--- src/logic/ddl_pkg.sv ---
// Purpose: Constants for the dual converter serial load port.
// Assumes: Shift clock, frame select, data, load strobe and clear come from outside the clock domain.
// Notes: Word is 16 bits, most significant bit first.
// Behaviour
// The host drives frame select low before the first data bit of each transfer.
// Each data bit is captured on a falling edge of the shift clock.
// A frame is a 16-bit word whose bit 12 picks channel A when 0 and channel B when 1.
// The host sends the three ignored bits first and the least significant data bit last.
// The host returns frame select high after each 16-bit word before the next one.
// With the load strobe high one word per channel may be written and no output changes until the strobe falls.
// Both channel latches move to the outputs together on the falling edge of the load strobe.
// With the load strobe held low the selected output updates on the 16th falling shift-clock edge of the frame.
// A byte-wide host keeps frame select low across two bytes and releases it after the second.
// To load the second channel the host raises frame select and lowers it again for a new word.
// A host with an active-high framing pulse inverts it before the frame select input.
// An SPI host uses clock polarity 0 and phase 1 so data is valid at each falling edge.
// Driving clear low empties the shift register and loads both channel latches with zero codes.
// Shift-clock edges are ignored while frame select is high and the bit count restarts when it falls.
package ddl_pkg;
    localparam int WORD_BITS = 16;
    localparam int CODE_BITS = 12;
    localparam int CHAN_SEL_POS = 12;
    localparam int FIFO_DEPTH = 16;
    localparam int FIFO_WIDTH = CODE_BITS + 1;
    localparam logic [4:0] BIT_CNT_LAST = 5'h0f;
    localparam logic [4:0] BIT_CNT_ZERO = 5'h00;
    localparam logic [4:0] BIT_CNT_ONE = 5'h01;
    localparam logic [CODE_BITS-1:0] CODE_ZERO = 12'h000;
    localparam logic [WORD_BITS-1:0] WORD_ZERO = 16'h0000;
    localparam real REF_CLK_NS = 25.0;
    localparam real LINK_CLK_NS = 200.0;
endpackage

--- src/logic/ddl_load_port.sv ---
`timescale 1ns/1ps
// Purpose: Serial load port of a dual 12-bit converter with shared load strobe.
// Assumes: All pin inputs are asynchronous to ref_clk and slower than it by a wide margin.
// Notes: Completed words pass a FIFO before reaching the channel latches.

// Three-stage pin synchroniser that accepts a new level once stages two and three agree.
module ddl_pin_sync #(
    parameter logic IDLE = 1'b0
) (
    // Clocking
    input wire logic clk,
    input wire logic rst,
    input wire logic ce,
    // Pin and accepted level
    input wire logic pin,
    output logic level,
    output logic nxt_level
);
    import ddl_pkg::*;

    logic [2:0] stage_ff, nxt_stage;
    logic level_ff;

    always_comb begin
        nxt_stage = {stage_ff[1:0], pin};
        nxt_level = (stage_ff[1] == stage_ff[2]) ? stage_ff[2] : level_ff;
    end

    always_ff @(posedge clk) begin
        if (rst) begin
            stage_ff <= {3{IDLE}};
            level_ff <= IDLE;
        end else if (ce) begin
            stage_ff <= nxt_stage;
            level_ff <= nxt_level;
        end
    end

    assign level = level_ff;
endmodule

module ddl_load_port
    import ddl_pkg::*;
(
    // Clocking
    input wire logic ref_clk,
    input wire logic rst,
    input wire logic ce,
    // Serial pins
    input wire logic shift_clk,
    input wire logic serial_data,
    input wire logic frame_sel_n,
    // Control pins
    input wire logic output_load_strobe_n,
    input wire logic clear_n,
    // Converter codes
    output logic [ddl_pkg::CODE_BITS-1:0] chan_a_code,
    output logic [ddl_pkg::CODE_BITS-1:0] chan_b_code,
    // Status
    output logic word_overflow
);
    import ddl_pkg::*;

    // ------------------------------------------------------------
    // Pin synchronisers
    // ------------------------------------------------------------
    logic sclk_ff, frm_ff, dat_ff, ld_ff, clr_ff;
    logic nxt_sclk, nxt_frm, nxt_ld, nxt_clr;

    // The shift clock and data idle low, the active-low pins idle high.
    ddl_pin_sync #(.IDLE(1'b0)) u_sync_sclk (
        .clk(ref_clk),
        .rst(rst),
        .ce(ce),
        .pin(shift_clk),
        .level(sclk_ff),
        .nxt_level(nxt_sclk)
    );
    ddl_pin_sync #(.IDLE(1'b1)) u_sync_frm (
        .clk(ref_clk),
        .rst(rst),
        .ce(ce),
        .pin(frame_sel_n),
        .level(frm_ff),
        .nxt_level(nxt_frm)
    );
    ddl_pin_sync #(.IDLE(1'b0)) u_sync_dat (
        .clk(ref_clk),
        .rst(rst),
        .ce(ce),
        .pin(serial_data),
        .level(dat_ff),
        .nxt_level()
    );
    ddl_pin_sync #(.IDLE(1'b1)) u_sync_ld (
        .clk(ref_clk),
        .rst(rst),
        .ce(ce),
        .pin(output_load_strobe_n),
        .level(ld_ff),
        .nxt_level(nxt_ld)
    );
    ddl_pin_sync #(.IDLE(1'b1)) u_sync_clr (
        .clk(ref_clk),
        .rst(rst),
        .ce(ce),
        .pin(clear_n),
        .level(clr_ff),
        .nxt_level(nxt_clr)
    );

    logic sclk_fall, frm_fall, ld_fall;
    // falling edge detect
    assign sclk_fall = sclk_ff && !nxt_sclk;
    assign frm_fall = frm_ff && !nxt_frm;
    // strobe falling edge
    assign ld_fall = ld_ff && !nxt_ld;

    // ------------------------------------------------------------
    // Shift register
    // ------------------------------------------------------------
    logic [WORD_BITS-1:0] shreg_ff, nxt_shreg;
    logic [4:0] cnt_ff, nxt_cnt;
    logic word_done;
    logic fifo_in_ready, fifo_out_valid;
    logic [FIFO_WIDTH-1:0] fifo_out_data;

    always_comb begin
        nxt_shreg = shreg_ff;
        nxt_cnt = cnt_ff;
        word_done = 1'b0;
        if (!clr_ff) begin
            // clear empties register
            nxt_shreg = WORD_ZERO;
            nxt_cnt = BIT_CNT_ZERO;
        end else if (frm_fall) begin
            // restart bit count
            nxt_cnt = BIT_CNT_ZERO;
        end else if (sclk_fall && !nxt_frm && cnt_ff <= BIT_CNT_LAST) begin
            // capture on falling edge
            nxt_shreg = {shreg_ff[WORD_BITS-2:0], dat_ff};
            nxt_cnt = cnt_ff + BIT_CNT_ONE;
            // sixteenth edge completes
            word_done = (cnt_ff == BIT_CNT_LAST);
        end
    end

    always_ff @(posedge ref_clk) begin
        if (rst) begin
            shreg_ff <= WORD_ZERO;
            cnt_ff <= BIT_CNT_ZERO;
        end else if (ce) begin
            shreg_ff <= nxt_shreg;
            cnt_ff <= nxt_cnt;
        end
    end

    logic [FIFO_WIDTH-1:0] word_entry;
    // channel bit and code
    assign word_entry = {nxt_shreg[CHAN_SEL_POS], nxt_shreg[CODE_BITS-1:0]};

    // ------------------------------------------------------------
    // Word FIFO
    // ------------------------------------------------------------
    ddl_fifo #(.WIDTH(FIFO_WIDTH), .DEPTH(FIFO_DEPTH)) u_fifo (
        .clk(ref_clk),
        .rst(rst || !clr_ff),
        .ce(ce),
        .in_valid(word_done),
        .in_ready(fifo_in_ready),
        .in_data(word_entry),
        .out_valid(fifo_out_valid),
        .out_ready(1'b1),
        .out_data(fifo_out_data)
    );

    // ------------------------------------------------------------
    // Channel latches and outputs
    // ------------------------------------------------------------
    logic [CODE_BITS-1:0] lat_a_ff, lat_b_ff, out_a_ff, out_b_ff;
    logic [CODE_BITS-1:0] nxt_lat_a, nxt_lat_b, nxt_out_a, nxt_out_b;
    logic ovf_ff, nxt_ovf;

    always_comb begin
        nxt_lat_a = lat_a_ff;
        nxt_lat_b = lat_b_ff;
        nxt_out_a = out_a_ff;
        nxt_out_b = out_b_ff;
        nxt_ovf = ovf_ff || (word_done && !fifo_in_ready);
        if (fifo_out_valid) begin
            // bit 12 picks channel
            if (fifo_out_data[CODE_BITS]) begin
                nxt_lat_b = fifo_out_data[CODE_BITS-1:0];
            end else begin
                nxt_lat_a = fifo_out_data[CODE_BITS-1:0];
            end
        end
        if (!clr_ff) begin
            // latches to zero
            nxt_lat_a = CODE_ZERO;
            nxt_lat_b = CODE_ZERO;
            nxt_out_a = CODE_ZERO;
            nxt_out_b = CODE_ZERO;
            nxt_ovf = 1'b0;
        end else if (ld_fall) begin
            // simultaneous update
            nxt_out_a = nxt_lat_a;
            nxt_out_b = nxt_lat_b;
        end else if (!ld_ff) begin
            // automatic update
            nxt_out_a = nxt_lat_a;
            nxt_out_b = nxt_lat_b;
        end
        // strobe high holds outputs otherwise
    end

    always_ff @(posedge ref_clk) begin
        if (rst) begin
            lat_a_ff <= CODE_ZERO;
            lat_b_ff <= CODE_ZERO;
            out_a_ff <= CODE_ZERO;
            out_b_ff <= CODE_ZERO;
            ovf_ff <= 1'b0;
        end else if (ce) begin
            lat_a_ff <= nxt_lat_a;
            lat_b_ff <= nxt_lat_b;
            out_a_ff <= nxt_out_a;
            out_b_ff <= nxt_out_b;
            ovf_ff <= nxt_ovf;
        end
    end

    assign chan_a_code = out_a_ff;
    assign chan_b_code = out_b_ff;
    assign word_overflow = ovf_ff;
endmodule

--- src/logic/ddl_fifo.sv ---
`timescale 1ns/1ps
// Purpose: Flip-flop FIFO with valid and ready on both sides.
// Assumes: Depth is a power of two.
// Notes: Full and empty come from the stored count.
module ddl_fifo #(
    parameter int WIDTH = 13,
    parameter int DEPTH = 16
) (
    // Clocking
    input wire logic clk,
    input wire logic rst,
    input wire logic ce,
    // Fill side
    input wire logic in_valid,
    output logic in_ready,
    input wire logic [WIDTH-1:0] in_data,
    // Drain side
    output logic out_valid,
    input wire logic out_ready,
    output logic [WIDTH-1:0] out_data
);
    localparam int AW = $clog2(DEPTH);
    logic [WIDTH-1:0] mem_ff [DEPTH];
    logic [AW-1:0] wr_ff, nxt_wr, rd_ff, nxt_rd;
    logic [AW:0] cnt_ff, nxt_cnt;
    logic push, pop;

    always_comb begin
        in_ready = (cnt_ff != DEPTH[AW:0]);
        out_valid = (cnt_ff != '0);
        out_data = mem_ff[rd_ff];
        push = in_valid && in_ready;
        pop = out_valid && out_ready;
        nxt_wr = push ? wr_ff + 1'b1 : wr_ff;
        nxt_rd = pop ? rd_ff + 1'b1 : rd_ff;
        nxt_cnt = cnt_ff + {{AW{1'b0}}, push} - {{AW{1'b0}}, pop};
    end

    always_ff @(posedge clk) begin
        if (rst) begin
            wr_ff <= '0;
            rd_ff <= '0;
            cnt_ff <= '0;
        end else if (ce) begin
            wr_ff <= nxt_wr;
            rd_ff <= nxt_rd;
            cnt_ff <= nxt_cnt;
            if (push) begin
                mem_ff[wr_ff] <= in_data;
            end
        end
    end
endmodule

--- config.mk ---
export PLATFORM = sky130hd
export DESIGN_NAME = ddl_load_port
export DESIGN_NICKNAME = d
export VERILOG_FILES = /design/src/logic/ddl_pkg.sv /design/src/logic/ddl_load_port.sv /design/src/logic/ddl_fifo.sv
export SDC_FILE = /design/constraint.sdc
export NUM_CORES = 1
export LEC_CHECK = 0
export ABC_AREA = 1
export BUFFER_PORTS_ARGS = -buffer_cell sky130_fd_sc_hd__buf_2
export CORE_MARGIN = 5
export CORE_UTILIZATION = 42
export DETAILED_ROUTE_END_ITERATION = 10
export GPL_TIMING_DRIVEN = 0
export PLACE_DENSITY = 0.56
export REMOVE_ABC_BUFFERS = 1
export SLEW_MARGIN = 40
export SYNTH_ARGS = -nofsm -noshare
export SYNTH_HDL_FRONTEND = slang
export SYNTH_SLANG_ARGS = --single-unit
--- constraint.sdc ---
create_clock -name ref_clk -period 9 [get_ports ref_clk]
set_clock_uncertainty 0.15 [all_clocks]
set_input_delay 2.25 -clock ref_clk [delete_from_list [all_inputs] [get_ports ref_clk]]
set_output_delay 2.25 -clock ref_clk [all_outputs]
set_load 0.01 [all_outputs]
==> run summary <==
At the later pin of the worst-skew pair, clock insertion delay measures 510 ps. Compared with the post-synthesis result, the final layout area differs by 12.9%. The required time of the worst setup path was 8980 ps. The tightest min-delay check is of the reg -> reg type.

The top cell family by delay on the critical path is simple AND/OR/NAND/NOR gates. Start point of the critical path: rst. The HPWL after detailed placement is 18200 µm. The number of cells in the design after placement was 1871. The fraction of registers with async set or reset after synthesis works out to 0%. Period utilization: 50.9%. The standby leakage power came out at 6.67 nW. Derived from the worst setup path, the maximum achievable clock frequency is 0.218 GHz. In the final layout, flip-flops and latches occupy 0.00834 mm². The power per unit of standard cell area came out at 226 mW/mm². For the pin with the worst max-slew slack, the measured transition is 836 ps.

The post-synthesis sequential element count came out at 312. Among all cell types in the netlist, the one instantiated most often is sky130_fd_sc_hd__nand2_1. The startpoint identified for the worst hold timing path is u_sync_ld.stage_ff[0]$_SDFFE_PP1P_. The first global-routing pass estimated 49100 µm of wire. The worst setup path is captured at a flop.

For this configuration, the core starts out at a cell density of 42.8%. The maximum fanout count along the critical path was 82. The cell depth of the worst setup path is 6. The logs give 0 for the number of instances resized during post-cts repair and 0 for the number of post-CTS setup repair buffers.

The share of total power dissipated in sequential elements is 46.2%. The die is 190 µm tall. In the final timing run, aggregate negative setup slack is 0 ps. Number of buffers on the longest clock path: 3. Walking the worst path, the cells encountered are buf_2, clkinv_4, nand2_1, inv_1, nand4_1, nor2_4. After synthesis, flip-flops and latches occupy 61.3% of the total area.

The run gives 0 as the count of hold-fix buffers inserted at cts. The final layout contains routed wiring with a total length of 30900 µm. After synthesis, the mean cell area works out to 9.00 µm². For the area of the core, the log shows 0.0317 mm². For the final max-slew violation count, the log shows 0.

The die extent in x was 190 µm; the worst reg-to-reg setup slack was 5630 ps. Total design power: 3.46 mW. The tools report the count of filler cells inserted in the layout as 2930. Per report_power, the clock group accounts for 39.5% of the total. The number of I/O port buffers came out at 32. The maximum ir drop on the vdd rail is 0.118 mV. The worst path arrival time came out at 4570 ps. CTS saw 312 sinks. After clock tree synthesis, the clock-pin slew on the worst setup and hold paths is 50 ps. The flow ran to the end, and the final reports show no timing, DRC or antenna violations. 0 antenna diodes ended up in the layout. 33 I/O pins were placed. Entering global routing, the biggest net connects 84 pins. The vias after detailed routing is 9700. The most frequently used flop master after synthesis was sky130_fd_sc_hd__edfxtp_1.

For the setup violation total in the final timing report, the log shows 0. Classification of the worst setup path: in -> reg. Global routing used 17.2% of the available tracks across all layers.

The share of synthesized area in the top cell type comes to 46.0%. The critical path's slowest cell was sky130_fd_sc_hd__nor2_4. Counting cells, the worst reg-to-reg path comes to 13. Counting distinct cell types in the post-synthesis netlist gives 31. The worst slack at placement came out at 3830 ps. The number of non-filler instances in the completed layout was 1934; the cell row count was 65. Largest area contributor in the synthesized netlist: sky130_fd_sc_hd__edfxtp_1. After the first detailed-routing iteration, the DRC count stood at 648.

The internal power of the cells totals 2.55 mW. In this run the remaining antenna-violating nets after routing total 0. The mapped netlist covers 0.0136 mm². The total overflow left after global routing is 0.

For this run, the post-layout net count is 1528. Using the TritonRoute via totals, the vias-per-cell ratio works out to 5.02. The routed design could run at a clock period as short as 4580 ps.

The logs give 0.0360 mm² for the area enclosed by the die boundary and 6 for the iteration count of the initial detailed-routing pass. Number of hold-slack violations in the final timing report: 0. The most critical setup path has its endpoint at u_fifo.mem_ff[15][1]$_DFFE_PP_.

The initial antenna violation count is 0. Setup repair after global routing left no endpoint under its margin. Wire length per cell: 16.0 µm. The highest cell delay on the worst timing path was 640 ps; the final routed DRC violation total was 0. In the post-route analysis, the smallest setup slack over all paths is 4420 ps. Together, buffers and inverters on the worst path number 3. The worst hold path passes through 2 cells. In this run the critical register-to-register path is captured at chan_b_code[5]$_SDFFE_PP0P_.

STA classifies the critical path startpoint as a primary input. The switching part of the total power came out at 26.3%. The commonest cells after synthesis are sky130_fd_sc_hd__nand2_1, sky130_fd_sc_hd__inv_1, sky130_fd_sc_hd__nand3_1, sky130_fd_sc_hd__edfxtp_1, sky130_fd_sc_hd__dfxtp_1. The tool flagged a number of max-cap violations equal to 0.

Synthesis handed over a netlist of 1508 instances. The worst pin sits at a relative slew slack of 44.2%. Summed over all nets, the switching power comes to 910 µW.

For this run, the number of Yosys warnings is 0. The deepest level of the CTS H-tree is 2, and the via count of the first global-routing pass is 9211. Yosys attributes the largest share of cell area to sky130_fd_sc_hd__edfxtp_1, sky130_fd_sc_hd__dfxtp_1, sky130_fd_sc_hd__nand2_1. The multi-input combinational cells in the finished layout cover a total of 0.00405 mm². TritonCTS built the clock tree. The congestion estimate from routability-driven global placement came to 0.750. The part of the power in combinational logic was 14.3%; the share of layout cells above drive strength 1 was 7.57%. Counting flops with a built-in enable in the synthesized netlist gives 208. The cell at the root of the clock tree is sky130_fd_sc_hd__clkbuf_16. The tools report the number of clock buffers inserted by TritonCTS as 35.
==> sequential cells by signal, summed over array words and instances (netlist names), 5 cells and up, named ones only <==
register / flops
lat_a_ff: 12
cnt_ff: 5
chan_a_code: 12
lat_b_ff: 12
chan_b_code: 12
u_fifo.mem_ff: 208
u_fifo.cnt_ff: 5
shreg_ff: 13
==> area by class of cell <==
type                    count  share of cell area [%]
flip-flops and latches    312                    54.4
multi-input cells         854                    26.4
clock buffers              58                    6.88
inverters                 263                    6.56
well taps                 402                    3.28
repair buffers             40                    2.16
clock inverters             5                   0.310
==> per-layer routing <==
| layer | vias up | routed length [µm] | track usage (%) | share of wire (%) |
|---|---|---|---|---|
| li1 | 4892 | - | - | - |
| met1 | 4551 | 14200 | 23.6 | 46 |
| met2 | 204 | 14500 | 28.4 | 47 |
| met3 | 53 | 1490 | 2.55 | 4.8 |
| met4 | 0 | 789 | 5.29 | 2.5 |
| met5 | - | 0 | 0 | 0 |
==> power groups by stage <==
stage               registers [mW]  logic, mW  clock network [mW]
finish                        1.60      0.496                1.37
detailed placement            1.63      0.497                   0
global placement              1.66      0.451                   0
floorplan                     1.64      0.321                   0
global route                  1.60      0.568                1.46
CTS                           1.60      0.499                1.40
==> how the worst min path moves through the flow <==
stage,slack [ps],to
finish,310,u_sync_ld.stage_ff[0]$_SDFFE_PP1P_
global placement,290,u_sync_ld.stage_ff[0]$_SDFFE_PP1P_
floorplan,280,u_sync_clr.stage_ff[0]$_SDFFE_PP1P_
global route,340,u_sync_clr.level$_SDFFE_PP1P_
CTS,310,u_sync_ld.stage_ff[0]$_SDFFE_PP1P_
detailed placement,290,u_sync_ld.stage_ff[0]$_SDFFE_PP1P_
==> metrics by stage <==
step	utilization [%]	hold slack, ps	cell area (µm²)
floorplan	-	279	13200
global placement	43.8	289	13900
detailed placement	44.9	294	14200
CTS	48.3	308	15300
global route	48.3	337	15300
finish	48.3	308	15300
==> logic make-up (layout without fill, tap and decap cells) <==
group	after synthesis	in the layout	synth area share (%)
AO/OA/AOI/OAI	185	185	6.98
XOR/XNOR	4	4	0.258
adder cells (fa/ha/maj)	14	14	1.35
buffers and inverters	342	366	9.79
flip-flops	312	312	61.3
AND/OR/NAND/NOR	651	651	20.3
==> worst reg2reg max path, cell delays in order (launching register included) <==
cell,delay [ps]
sky130_fd_sc_hd__dfxtp_4,480
sky130_fd_sc_hd__buf_12,270
sky130_fd_sc_hd__buf_12,280
sky130_fd_sc_hd__inv_8,180
sky130_fd_sc_hd__buf_16,250
sky130_fd_sc_hd__nand2_1,130
sky130_fd_sc_hd__nand3_1,80
sky130_fd_sc_hd__nand3_1,110
sky130_fd_sc_hd__nand3_1,160
sky130_fd_sc_hd__nand2_2,330
sky130_fd_sc_hd__nand2_1,400
sky130_fd_sc_hd__nand2_1,160
sky130_fd_sc_hd__nand3_1,150
sky130_fd_sc_hd__a21oi_1,170
==> layout by cell type (no fill, tap or decap), types with 5 or more instances in the layout <==
cell                        instances
sky130_fd_sc_hd__nand2_1          382
sky130_fd_sc_hd__inv_1            258
sky130_fd_sc_hd__nand3_1          218
sky130_fd_sc_hd__edfxtp_1         208
sky130_fd_sc_hd__dfxtp_1          100
sky130_fd_sc_hd__a21oi_1           89
sky130_fd_sc_hd__o21ai_0           86
sky130_fd_sc_hd__clkbuf_16         37
sky130_fd_sc_hd__buf_2             31
sky130_fd_sc_hd__nor2_1            22
sky130_fd_sc_hd__clkbuf_1          16
sky130_fd_sc_hd__nor2_4            15
sky130_fd_sc_hd__ha_1              13
sky130_fd_sc_hd__nand4_1            5
sky130_fd_sc_hd__clkbuf_8           5
(Power assumes the default switching activity.)
